`src/pmc_pkg.sv`:
```
// pmc_pkg: types and constants for the privilege and mode controller.
// assumes a single clock domain; the core pipeline supplies all request pulses.
package pmc_pkg;

    // ----------------------------------------
    // operating states
    // ----------------------------------------
    typedef enum logic [1:0] {
        PMC_PRIV_THREAD   = 2'h0,
        PMC_USER_THREAD   = 2'h1,
        PMC_PRIV_HANDLER  = 2'h2
    } pmc_state_e;

    // ----------------------------------------
    // control word layout
    // ----------------------------------------
    localparam int          PMC_CTRL_W        = 2;
    localparam int          PMC_CTRL_USER_BIT = 0;
    localparam int          PMC_CTRL_ALT_BIT  = 1;
    localparam logic [1:0]  PMC_CTRL_RESET    = 2'h0;

    // ----------------------------------------
    // exception nesting and pad synchroniser
    // ----------------------------------------
    localparam logic [7:0]  PMC_NEST_IDLE     = 8'h00;
    localparam logic [7:0]  PMC_NEST_STEP     = 8'h01;
    localparam logic [7:0]  PMC_NEST_MAX      = 8'hFF;
    localparam logic [2:0]  PMC_SYNC_IDLE     = 3'h7;

    // ----------------------------------------
    // access classes the core may request
    // ----------------------------------------
    localparam int          PMC_ACC_W         = 2;
    localparam logic [1:0]  PMC_ACC_INSTR     = 2'h0;
    localparam logic [1:0]  PMC_ACC_SPECIAL   = 2'h1;
    localparam logic [1:0]  PMC_ACC_CONFIG    = 2'h2;
    localparam logic [1:0]  PMC_ACC_DEBUG     = 2'h3;

    // ----------------------------------------
    // fixed capabilities and address map
    // ----------------------------------------
    localparam int          PMC_ADDR_W        = 32;
    localparam logic [2:0]  PMC_RGN_CODE      = 3'h0;
    localparam logic [2:0]  PMC_RGN_SRAM      = 3'h1;
    localparam logic [2:0]  PMC_RGN_PERIPH    = 3'h2;
    localparam logic [2:0]  PMC_RGN_OTHER     = 3'h7;
    localparam logic [31:0] PMC_SRAM_BASE     = 32'h2000_0000;
    localparam logic [31:0] PMC_SRAM_BB_BASE  = 32'h2200_0000;
    localparam logic [31:0] PMC_SRAM_BB_END   = 32'h2400_0000;
    localparam logic [31:0] PMC_PERIPH_BASE   = 32'h4000_0000;
    localparam logic [31:0] PMC_PERIPH_END    = 32'h6000_0000;
    localparam int          PMC_BB_BIT_LSB    = 2;
    localparam int          PMC_BB_BIT_W      = 3;
    localparam int          PMC_BB_BYTE_LSB   = 5;
    localparam int          PMC_BB_BYTE_W     = 20;
    localparam int          PMC_NARROW_INSTR  = 16;
    localparam int          PMC_WIDE_INSTR    = 32;

    // ----------------------------------------
    // carriers
    // ----------------------------------------
    typedef struct packed {
        logic                 valid;
        logic                 priv;
        logic [PMC_ACC_W-1:0] kind;
    } pmc_access_s;

    typedef struct packed {
        logic                  valid;
        logic [PMC_ADDR_W-1:0] addr;
    } pmc_addr_s;

    typedef struct packed {
        logic        isBitBand;
        logic [31:0] wordAddr;
        logic [2:0]  bitIndex;
        logic [2:0]  region;
    } pmc_decode_s;

endpackage

```
`src/pmc_addr_decode.sv`:
```
// pmc_addr_decode: maps a data address to its region and bit-band alias.
// assumes a combinational use inside the controller, same clock as the core.
`timescale 1ns/1ps
`default_nettype none
module pmc_addr_decode (
    input  wire logic [31:0]         addr,
    output var  pmc_pkg::pmc_decode_s dec
);
    import pmc_pkg::*;

    // ----------------------------------------
    // region and alias decode
    // ----------------------------------------
    always_comb begin
        dec           = '0;
        dec.region    = PMC_RGN_OTHER;
        if (addr < PMC_SRAM_BASE) begin
            dec.region = PMC_RGN_CODE;
        end else if (addr < PMC_PERIPH_BASE) begin
            dec.region = PMC_RGN_SRAM;
        end else if (addr < PMC_PERIPH_END) begin
            dec.region = PMC_RGN_PERIPH;
        end
        // each alias word stands for one bit of one SRAM byte
        if (addr >= PMC_SRAM_BB_BASE && addr < PMC_SRAM_BB_END) begin
            dec.isBitBand = 1'b1;
            dec.bitIndex  = addr[PMC_BB_BIT_LSB +: PMC_BB_BIT_W];
            dec.wordAddr  = PMC_SRAM_BASE
                          | {12'h000, addr[PMC_BB_BYTE_LSB +: PMC_BB_BYTE_W]};
        end
    end
endmodule
`default_nettype wire

```
`src/pmc_mode_ctrl.sv`:
```
// pmc_mode_ctrl: privilege level, thread/handler mode and stack selection.
// assumes the core pulses exception entry/return and control writes on clk;
// extResetN comes straight from the pad and is synchronised here.
`timescale 1ns/1ps
`default_nettype none
module pmc_mode_ctrl (
    input  wire logic                clk,
    input  wire logic                rst,
    input  wire logic                extResetN,
    input  wire logic                excEnter,
    input  wire logic                excReturn,
    input  wire logic                ctrlWrite,
    input  wire logic [1:0]          ctrlWdata,
    input  wire pmc_pkg::pmc_access_s accReq,
    input  wire pmc_pkg::pmc_addr_s   dataReq,
    input  wire logic                instrWide,
    input  wire logic                instrLegacy,
    output var  pmc_pkg::pmc_state_e  state,
    output logic                     privileged,
    output logic                     handlerMode,
    output logic [1:0]               ctrlRead,
    output logic                     useProcessSp,
    output logic                     accGrant,
    output logic                     faultPulse,
    output var  pmc_pkg::pmc_decode_s dataDec,
    output logic                     unalignedOk,
    output logic [5:0]               instrBits,
    output logic                     coreResetReq
);
    import pmc_pkg::*;

    // ----------------------------------------
    // external reset pin synchroniser
    // ----------------------------------------
    // pad is pulled up in the pad ring, so an open pin reads high (inactive)
    logic [2:0] xresSync_ff;
    logic       xresLow_ff;
    logic       xresStage2;
    logic       xresStage3;
    logic       xresSettled;

    always_ff @(posedge clk or posedge rst) begin
        if (rst) begin
            xresSync_ff <= PMC_SYNC_IDLE;
        end else begin
            xresSync_ff <= {xresSync_ff[1:0], extResetN};
        end
    end

    // only stages two and three are looked at; stage one may still be metastable
    assign xresStage2  = xresSync_ff[1];
    assign xresStage3  = xresSync_ff[2];
    assign xresSettled = (xresStage2 == xresStage3);

    // a change counts once stages two and three agree
    always_ff @(posedge clk or posedge rst) begin
        if (rst) begin
            xresLow_ff <= 1'b0;
        end else if (xresSettled) begin
            xresLow_ff <= ~xresStage3;
        end
    end

    // ----------------------------------------
    // control word and nesting depth
    // ----------------------------------------
    logic [1:0] ctrl_ff;
    logic [1:0] nxt_ctrl;
    logic [7:0] nest_ff;
    logic [7:0] nxt_nest;
    logic       inHandler;
    logic       ctrlAllowed;
    logic       nestFull;
    logic       nestUp;
    logic       nestDown;

    assign inHandler   = (nest_ff != PMC_NEST_IDLE);
    // user code cannot raise itself back to privileged
    assign ctrlAllowed = ctrlWrite && (inHandler || !ctrl_ff[PMC_CTRL_USER_BIT]);

    always_comb begin
        nxt_ctrl = ctrl_ff;
        if (ctrlAllowed) begin
            nxt_ctrl[PMC_CTRL_USER_BIT] = ctrlWdata[PMC_CTRL_USER_BIT];
            nxt_ctrl[PMC_CTRL_ALT_BIT]  = ctrlWdata[PMC_CTRL_ALT_BIT];
        end
        // handler has no alternate stack; ignore attempts to set it
        if (inHandler && ctrlAllowed) begin
            nxt_ctrl[PMC_CTRL_ALT_BIT] = ctrl_ff[PMC_CTRL_ALT_BIT];
        end
    end

    always_ff @(posedge clk or posedge rst) begin
        if (rst) begin
            ctrl_ff <= PMC_CTRL_RESET;
        end else if (xresLow_ff) begin
            // pad reset beats any control write pending in the same cycle
            ctrl_ff <= PMC_CTRL_RESET;
        end else begin
            ctrl_ff <= nxt_ctrl;
        end
    end

    // entry and return in one cycle cancel; depth saturates rather than wrapping to thread
    assign nestFull = (nest_ff == PMC_NEST_MAX);
    assign nestUp   = excEnter && !excReturn && !nestFull;
    assign nestDown = excReturn && !excEnter && inHandler;

    always_comb begin
        nxt_nest = nest_ff;
        if (nestUp) begin
            nxt_nest = nest_ff + PMC_NEST_STEP;
        end else if (nestDown) begin
            nxt_nest = nest_ff - PMC_NEST_STEP;
        end
    end

    always_ff @(posedge clk or posedge rst) begin
        if (rst) begin
            nest_ff <= PMC_NEST_IDLE;
        end else if (xresLow_ff) begin
            nest_ff <= PMC_NEST_IDLE;
        end else begin
            nest_ff <= nxt_nest;
        end
    end

    // ----------------------------------------
    // state view
    // ----------------------------------------
    always_comb begin
        if (inHandler) begin
            state = PMC_PRIV_HANDLER;
        end else if (ctrl_ff[PMC_CTRL_USER_BIT]) begin
            state = PMC_USER_THREAD;
        end else begin
            state = PMC_PRIV_THREAD;
        end
    end

    assign privileged   = (state != PMC_USER_THREAD);
    assign handlerMode  = inHandler;
    // bit 1 reads as zero while handling
    assign ctrlRead     = {ctrl_ff[PMC_CTRL_ALT_BIT] & ~inHandler,
                           ctrl_ff[PMC_CTRL_USER_BIT]};
    // process stack strictly in user thread mode
    assign useProcessSp = (state == PMC_USER_THREAD);
    // held for the whole settled low pulse of the pad
    assign coreResetReq = xresLow_ff;

    // ----------------------------------------
    // access gating and fault
    // ----------------------------------------
    logic grant_ff;
    logic fault_ff;
    logic legacyFault;
    logic userProtected;
    logic accAllowed;

    assign legacyFault = instrLegacy;

    // only a protected class is held back below the privileged level
    assign userProtected = accReq.valid && !privileged && accReq.priv;
    assign accAllowed    = accReq.valid && (privileged || !accReq.priv);

    always_ff @(posedge clk or posedge rst) begin
        if (rst) begin
            grant_ff <= 1'b0;
        end else begin
            grant_ff <= accAllowed;
        end
    end

    always_ff @(posedge clk or posedge rst) begin
        if (rst) begin
            fault_ff <= 1'b0;
        end else begin
            fault_ff <= userProtected || legacyFault;
        end
    end

    assign accGrant   = grant_ff;
    assign faultPulse = fault_ff;

    // ----------------------------------------
    // data address decode and capabilities
    // ----------------------------------------
    pmc_decode_s decNow;
    pmc_decode_s dec_ff;
    logic [5:0]  ibits_ff;
    logic [5:0]  ibitsNow;

    pmc_addr_decode uDecode (
        .addr (dataReq.addr),
        .dec  (decNow)
    );

    always_ff @(posedge clk or posedge rst) begin
        if (rst) begin
            dec_ff <= '0;
        end else if (dataReq.valid) begin
            dec_ff <= decNow;
        end
    end

    assign ibitsNow = instrWide ? 6'(PMC_WIDE_INSTR) : 6'(PMC_NARROW_INSTR);

    always_ff @(posedge clk or posedge rst) begin
        if (rst) begin
            ibits_ff <= 6'(PMC_NARROW_INSTR);
        end else begin
            ibits_ff <= ibitsNow;
        end
    end

    // decode holds between requests, so the core may pick it up late
    assign dataDec     = dec_ff;
    // the core splits misaligned words itself, so nothing here is refused
    assign unalignedOk = 1'b1;
    assign instrBits   = ibits_ff;
endmodule
`default_nettype wire

```
`config.mk`:
```
export PLATFORM = sky130hd
export DESIGN_NAME = pmc_mode_ctrl
export DESIGN_NICKNAME = d
export VERILOG_FILES = /design/src/pmc_pkg.sv /design/src/pmc_addr_decode.sv /design/src/pmc_mode_ctrl.sv
export SDC_FILE = /design/constraint.sdc
export NUM_CORES = 1
export LEC_CHECK = 0
export BUFFER_PORTS_ARGS = -buffer_cell sky130_fd_sc_hd__buf_2
export CELL_PAD_IN_SITES_DETAIL_PLACEMENT = 0
export CELL_PAD_IN_SITES_GLOBAL_PLACEMENT = 2
export CORE_UTILIZATION = 32
export DETAILED_ROUTE_END_ITERATION = 12
export GPL_ROUTABILITY_DRIVEN = 1
export MAX_ROUTING_LAYER = met4
export PLACE_DENSITY_LB_ADDON = 0.1
export SLEW_MARGIN = 0
export SYNTH_ARGS = -nofsm -noshare
export SYNTH_HDL_FRONTEND = slang
export SYNTH_HIERARCHICAL = 1
export SYNTH_SLANG_ARGS = --single-unit
```
`constraint.sdc`:
```
create_clock -name clk -period 2.6 [get_ports clk]
set_input_delay 0.39 -clock clk [delete_from_list [all_inputs] [get_ports clk]]
set_output_delay 0.39 -clock clk [all_outputs]
set_load 0.02 [all_outputs]
```
==> results.yml, run 1 <==
sta:
  tightest_slew_ns: 0.752
  worst_slack_ns: 0.202
  relSlewSlack: 0.499
  rsz0062_at_grt: "no"
  maxSlewViolCount: 0
  tns_ns: 0
  hold_viol_final: 0
  worst_clock_skew_ns: 0.00699
  timing.hold.ws_ns: 0.154
  min_period_over_period: 0.922
  fin_crit_ns: 2.40
  fmax_ghz: 0.417
  setup_viol: 0
routing:
  post-route-drc-count: 0
  drt_iter0_drc: 47
  vias: 2274
  via_per_inst: 4.52
  ant_nets: 0
  wl_um: 6590
  routedWlPerCell_um: 13.1
  dr.pass1.iters: 4
grt:
  grt_pass1_vias: 2171
  grt_pass1_wl_um: 10700
  grt_start_max_net_pins: 58
  antenna_found_initial: 0
  grt_usage: 0.143
  grt_overflow_total: 0
clock_tree:
  clkSinkCount: 57
  clk_path_buf_depth: 2
  cts_hold_buf: 0
  cts_setup_buffers: 0
  root_buffer: "clkbuf_8"
  cts_tree: "built"
  clk_latency_ns: 0.33
  htree_levels: 3
  post_cts_resized: 0
  cts_buffers: 9
  path_clk_slew_ns: 0.07
power_and_ir_drop:
  total_power_w: 0.00284
  sw_frac_of_total: 0.315
  irDropWorstVdd_v: 0.000353
  p_leak_nw: 1.93
  powerDensity_nw_per_um2: 738
  clkPwrFrac: 0.329
  p_comb_frac: 0.309
  power_switching_w: 0.000893
  p_int_w: 0.00194
  seqPwrFrac: 0.362
yosys:
  synth-seq-cells: 57
  yosysWarnings: 6
  synthFlopType: "dfrtp_1"
  seq_area_frac_synth: 0.466
  avgSynthCellArea_sq_um: 11.3
  async_flop_share: 1.00
  syn_area_sq_um: 3070
  synth_cell_types: 49
  syn-instance-count: 272
  synth_edf_count: 0
floorplan:
  die_area_sq_um: 10000
  core_area_sq_um: 9280
  row_count: 35
  start_util: 0.331
  die-height_um: 100
  die_w_um: 100
  io-pin-count: 103
worst_setup_path:
  path_cells: "nand4_1 -> o21ai_2 -> buf_4 -> ha_1 -> a21oi_1 -> o21ai_0 -> or3b_1 -> a32o_1 -> a21o_1"
  cp_data_required_time_ns: 2.82
  cp.arrival_ns: 2.62
  start_kind: "flop"
  critPathMaxFanout: 6
  endpoint_kind: "flop"
  crit_slowest_cell: "or3b_1"
  cpPeakStageDelay_ns: 0.39
  crit_type: "reg -> reg"
placement:
  finalWeightedCongestion: 0.706
  post-dp-hpwl_um: 4510
  post-place-cells: 487
  io_buffers: 93
  place_ws_ns: 0.169
finish:
  final_cells: 503
  drive_gt1_frac: 0.527
  num-nets-final: 423
  synthToLayoutAreaGrowth_pct: 25.0
  diodes: 0
  final_cell_mix: "93 x buf_2, 53 x dfrtp_1, 39 x mux2_2"
  layout_commonest_cell: "buf_2"
  n_fill_cell: 963
job:
  drv_cap: 0
hold_path:
  hp-class: "in -> reg"
run_status:
  status: "finished clean"
[Yosys cell counts (all sizes together), types with 2 or more instances]
cell type | number | area [sq um]
a21o | 3 | 22.5
a21oi | 5 | 25.0
and2 | 2 | 12.5
buf | 29 | 235
clkbuf | 7 | 26.3
conb | 3 | 11.3
dfrtp | 53 | 1330
dfstp | 4 | 105
ha | 6 | 75.1
inv | 10 | 37.5
mux2 | 39 | 439
nand2 | 38 | 143
nand4 | 2 | 12.5
nor2 | 3 | 11.3
nor2b | 4 | 25.0
nor3 | 24 | 233
nor4 | 2 | 25.0
o21a | 3 | 22.5
o21ai | 6 | 33.8
o31ai | 4 | 30.0
o41ai | 2 | 17.5
or2 | 3 | 18.8
or3 | 2 | 12.5
xnor2 | 2 | 17.5
[layout make-up]
class	instances	area, sq um	share of cell area
flip-flops and latches	57	1430	0.373
repair buffers	109	598	0.156
clock buffers	12	145	0.0378
clock inverters	4	76.3	0.0199
multi-input cells	182	1390	0.362
inverters	10	37.5	0.00977
well taps	129	161	0.0420
[kinds of logic after synthesis]
| family | count (synthesis) | share of synthesized area |
|---|---|---|
| AO/OA/AOI/OAI | 31 | 0.0737 |
| XOR/XNOR | 2 | 0.00570 |
| adder cells (fa/ha/maj) | 7 | 0.0309 |
| buffers and inverters | 46 | 0.0973 |
| flip-flops | 57 | 0.466 |
| multiplexers | 40 | 0.146 |
| other | 3 | 0.00366 |
| AND/OR/NAND/NOR | 86 | 0.177 |
[worst paths after layout]
check / start / to / slack (ns) / cells past startpoint
max: nest_ff[4] / nest_ff[7] / 0.20 / 9
min: extResetN / xresSync_ff[0] / 0.15 / 1
min in group asynchronous: rst / faultPulse / 0.26 / 3
max in group asynchronous: rst / dataDec[15] / 1.85 / 3
min reg2reg: xresSync_ff[0] / xresSync_ff[1] / 0.36 / 0
max reg2reg: nest_ff[4] / nest_ff[7] / 0.20 / 9
[metal layers]
metal | part of all wire | GRT usage | up-vias
li1 | - | - | 1106
met1 | 0.45 | 0.172 | 1101
met2 | 0.49 | 0.238 | 61
met3 | 0.050 | 0.0369 | 6
met4 | 0.010 | 0.0435 | 0
met5 | 0 | - | -
[power by group through the flow]
stage	Clock [W]	Sequential [W]	Combinational, W
after floorplan	0	0.00109	0.000565
after global placement	0	0.00104	0.000885
after detailed placement	0	0.00104	0.000883
after CTS	0.000972	0.00103	0.000886
after global routing	0.00102	0.00104	0.000977
final	0.000934	0.00103	0.000877
[sequential cells by signal (all words and copies together) (netlist names)]
name and count:
xresSync_ff 3, ctrl_ff 2, dataDec 39, coreResetReq 1, instrBits 2, faultPulse 1, accGrant 1, nest_ff 8
[worst max-delay path: cells and delay by family, from the launching register on]
kind / cells / cell delay (ns)
fa+ha+maj: 1 / 0.26
buf+inv: 1 / 0.18
flops: 1 / 0.37
compound gates: 5 / 0.96
simple gates: 2 / 0.53
[through the flow]
| stage | utilization | instance area (sq um) |
|---|---|---|
| after global placement | 0.390 | 3620 |
| after CTS | 0.414 | 3840 |
| final | 0.414 | 3840 |
| after floorplan | - | 3120 |
| after detailed placement | 0.390 | 3620 |
| after global routing | 0.414 | 3840 |
(Power assumes the default switching activity.)
==> inputs of run 2 (changes only) <==
CORE_UTILIZATION = 28   (was 32)
SYNTH_HIERARCHICAL = unset   (was 1)
==> run 2 against run 1 <==
Against the previous run:
- non-clock buffer count shrank 14
- die area shrank 14%
- clock skew is essentially flat
- cell area shrank 24%
- critical path type unchanged
==> results.yml, run 2 <==
grt:
  grt_overflow_total: 0
  grt_start_max_net_pins: 46
  grt_usage: 0.138
  antenna_found_initial: 0
  grt_pass1_vias: 1820
  grt_pass1_wl_um: 9070
yosys:
  synthFlopType: "dfrtp_1"
  seq_area_frac_synth: 0.490
  syn_area_sq_um: 2310
  avgSynthCellArea_sq_um: 10.8
  synth-seq-cells: 45
  synth_top_cells_by_area: "dfrtp_1 44%, a22o_1 8.7%, buf_4 6.5%"
  synth_top_cell_area_share: 0.444
  syn-instance-count: 214
  yosysWarnings: 0
  yosysMostFrequentCell: "dfrtp_1"
  synthTopCellsByCount: "41 x dfrtp_1, 23 x a22o_1, 20 x buf_4, 11 x inv_1"
  synth_cell_types: 54
  synth_edf_count: 0
  async_flop_share: 1.00
  yosysTopAreaCell: "dfrtp_1"
routing:
  wl_um: 5540
  via_per_inst: 4.69
  dr.pass1.iters: 4
  post-route-drc-count: 0
  vias: 1895
  routedWlPerCell_um: 13.7
  ant_nets: 0
  drt_iter0_drc: 75
placement:
  finalWeightedCongestion: 0.736
  post-dp-hpwl_um: 4140
  post_dp_cell_area_sq_um: 2800
  io_buffers: 82
finish:
  final_area_sq_um: 2920
  largest_reg_flops: 27
  final_cell_mix: "82 x buf_2, 41 x dfrtp_1, 23 x a22o_1"
  layout_commonest_cell: "buf_2"
  n_fill_cell: 837
  multi_input_area_sq_um: 991
  drive_gt1_frac: 0.391
  synthToLayoutAreaGrowth_pct: 26.4
  diodes: 0
  regArea_sq_um: 1130
  utilization: 0.372
  num-nets-final: 355
worst_setup_path:
  r2r_setup_slack_ns: 0.18
  crit_slowest_cell: "dfrtp_1"
  cpPeakStageDelay_ns: 0.45
  start_kind: "flop"
  cp_data_required_time_ns: 2.76
  path_cells: "nand4_1 -> o21ai_2 -> ha_1 -> nor2b_1 -> buf_4 -> o311a_1 -> a311oi_1 -> o22ai_1"
  startpoint: "nest_ff[6]"
  reg2regPathDepth: 8
  cp.arrival_ns: 2.58
  reg2reg_to: "nest_ff[6]"
  rr_startpoint: "nest_ff[6]"
  crit_type: "reg -> reg"
  endpoint_kind: "flop"
  crit_path_end: "nest_ff[6]"
  critPathMaxFanout: 6
clock_tree:
  path_clk_slew_ns: 0.08
  cts_tree: "built"
  cts_setup_buffers: 0
  cts_hold_buf: 0
  clkSinkCount: 45
  post_cts_resized: 0
  root_buffer: "clkbuf_8"
  cts_buffers: 5
  clk_path_buf_depth: 2
  htree_levels: 2
  clk_latency_ns: 0.29
sta:
  rsz0062_at_grt: "no"
  relSlewSlack: 0.483
  hold_viol_final: 0
  setup_viol: 0
  fin_crit_ns: 2.42
  fmax_ghz: 0.413
  worst_clock_skew_ns: 0.00699
  min_period_over_period: 0.931
  tns_ns: 0
  maxSlewViolCount: 0
  tightest_slew_ns: 0.774
floorplan:
  core_area_sq_um: 7850
  die_area_sq_um: 8620
  row_count: 32
  io-pin-count: 103
  start_util: 0.294
  die_w_um: 92.8
  die-height_um: 92.8
power_and_ir_drop:
  p_int_w: 0.00133
  p_comb_frac: 0.331
  sw_frac_of_total: 0.326
  powerDensity_nw_per_um2: 678
  seqPwrFrac: 0.398
  clkPwrFrac: 0.271
  power_switching_w: 0.000644
  irDropWorstVdd_v: 0.000216
  p_leak_nw: 1.53
run_status:
  status: "finished clean"
job:
  drv_cap: 0
hold_path:
  min_path_cells: 1
  hp-class: "in -> reg"
-- run 2: metrics by stage --
step                      hold slack (ns)  power, W  cells  setup slack (ns)
after CTS                           0.184   0.00201    404             0.184
final                               0.197   0.00198    404             0.180
after global routing                0.178   0.00211    404            0.0365
after floorplan                     0.345   0.00129    228             0.248
after global placement              0.346   0.00147    396             0.202
after detailed placement            0.347   0.00146    396             0.208
-- run 2: cell type report --
| class | count | share of cell area |
|---|---|---|
| Clock inverter | 1 | 0.0103 |
| Clock buffer | 7 | 0.0296 |
| Multi-Input combinational cell | 142 | 0.339 |
| Timing Repair Buffer | 95 | 0.174 |
| Inverter | 12 | 0.0154 |
| Tap cell | 102 | 0.0437 |
| Sequential cell | 45 | 0.387 |
-- run 2: power groups by stage --
stage / Sequential [W] / Clock (W) / Combinational [W]
6_report: 0.000787 / 0.000536 / 0.000655
5_1_grt: 0.000795 / 0.000588 / 0.000731
4_1_cts: 0.000788 / 0.000560 / 0.000661
3_5_place_dp: 0.000800 / 0 / 0.000660
3_3_place_gp: 0.000801 / 0 / 0.000665
2_1_floorplan: 0.000810 / 0 / 0.000484
-- run 2: cells by family (layout without fill, tap and decap cells) --
group | Yosys count | count (layout) | synth area share
xor gates and xnor gates | 1 | 1 | 0.00379
AOI/OAI and AO/OA | 69 | 69 | 0.231
muxes | 1 | 1 | 0.00433
DFF | 45 | 45 | 0.490
buffers and inverters | 41 | 115 | 0.104
other | 2 | 16 | 0.00325
adders and majority gates | 7 | 7 | 0.0412
and+or+nand+nor | 48 | 48 | 0.122
-- run 2: worst min-delay path by stage --
| stage | start | endpoint | slack [ns] |
|---|---|---|---|
| floorplan | xresSync_ff[0] | xresSync_ff[1] | 0.35 |
| global placement | xresSync_ff[0] | xresSync_ff[1] | 0.35 |
| detailed placement | xresSync_ff[0] | xresSync_ff[1] | 0.35 |
| CTS | extResetN | xresSync_ff[0] | 0.18 |
| global route | extResetN | xresSync_ff[0] | 0.18 |
| finish | extResetN | xresSync_ff[0] | 0.20 |
-- run 2: critical path: cells and delay by family (launching register included) --
kind	cells	cell delay, ns
AOI/OAI and AO/OA	4	1.00
adders and majority gates	1	0.35
buffers and inverters	1	0.13
DFF	1	0.45
and+or+nand+nor	2	0.36
-- run 2: per-layer routing --
layer  GRT usage  wire [um]  up-vias
met5           -          0        -
met4      0.0308         21        0
met3      0.0312        372        2
met2       0.205       2450       72
met1       0.191       2700      888
li1            -          -      933
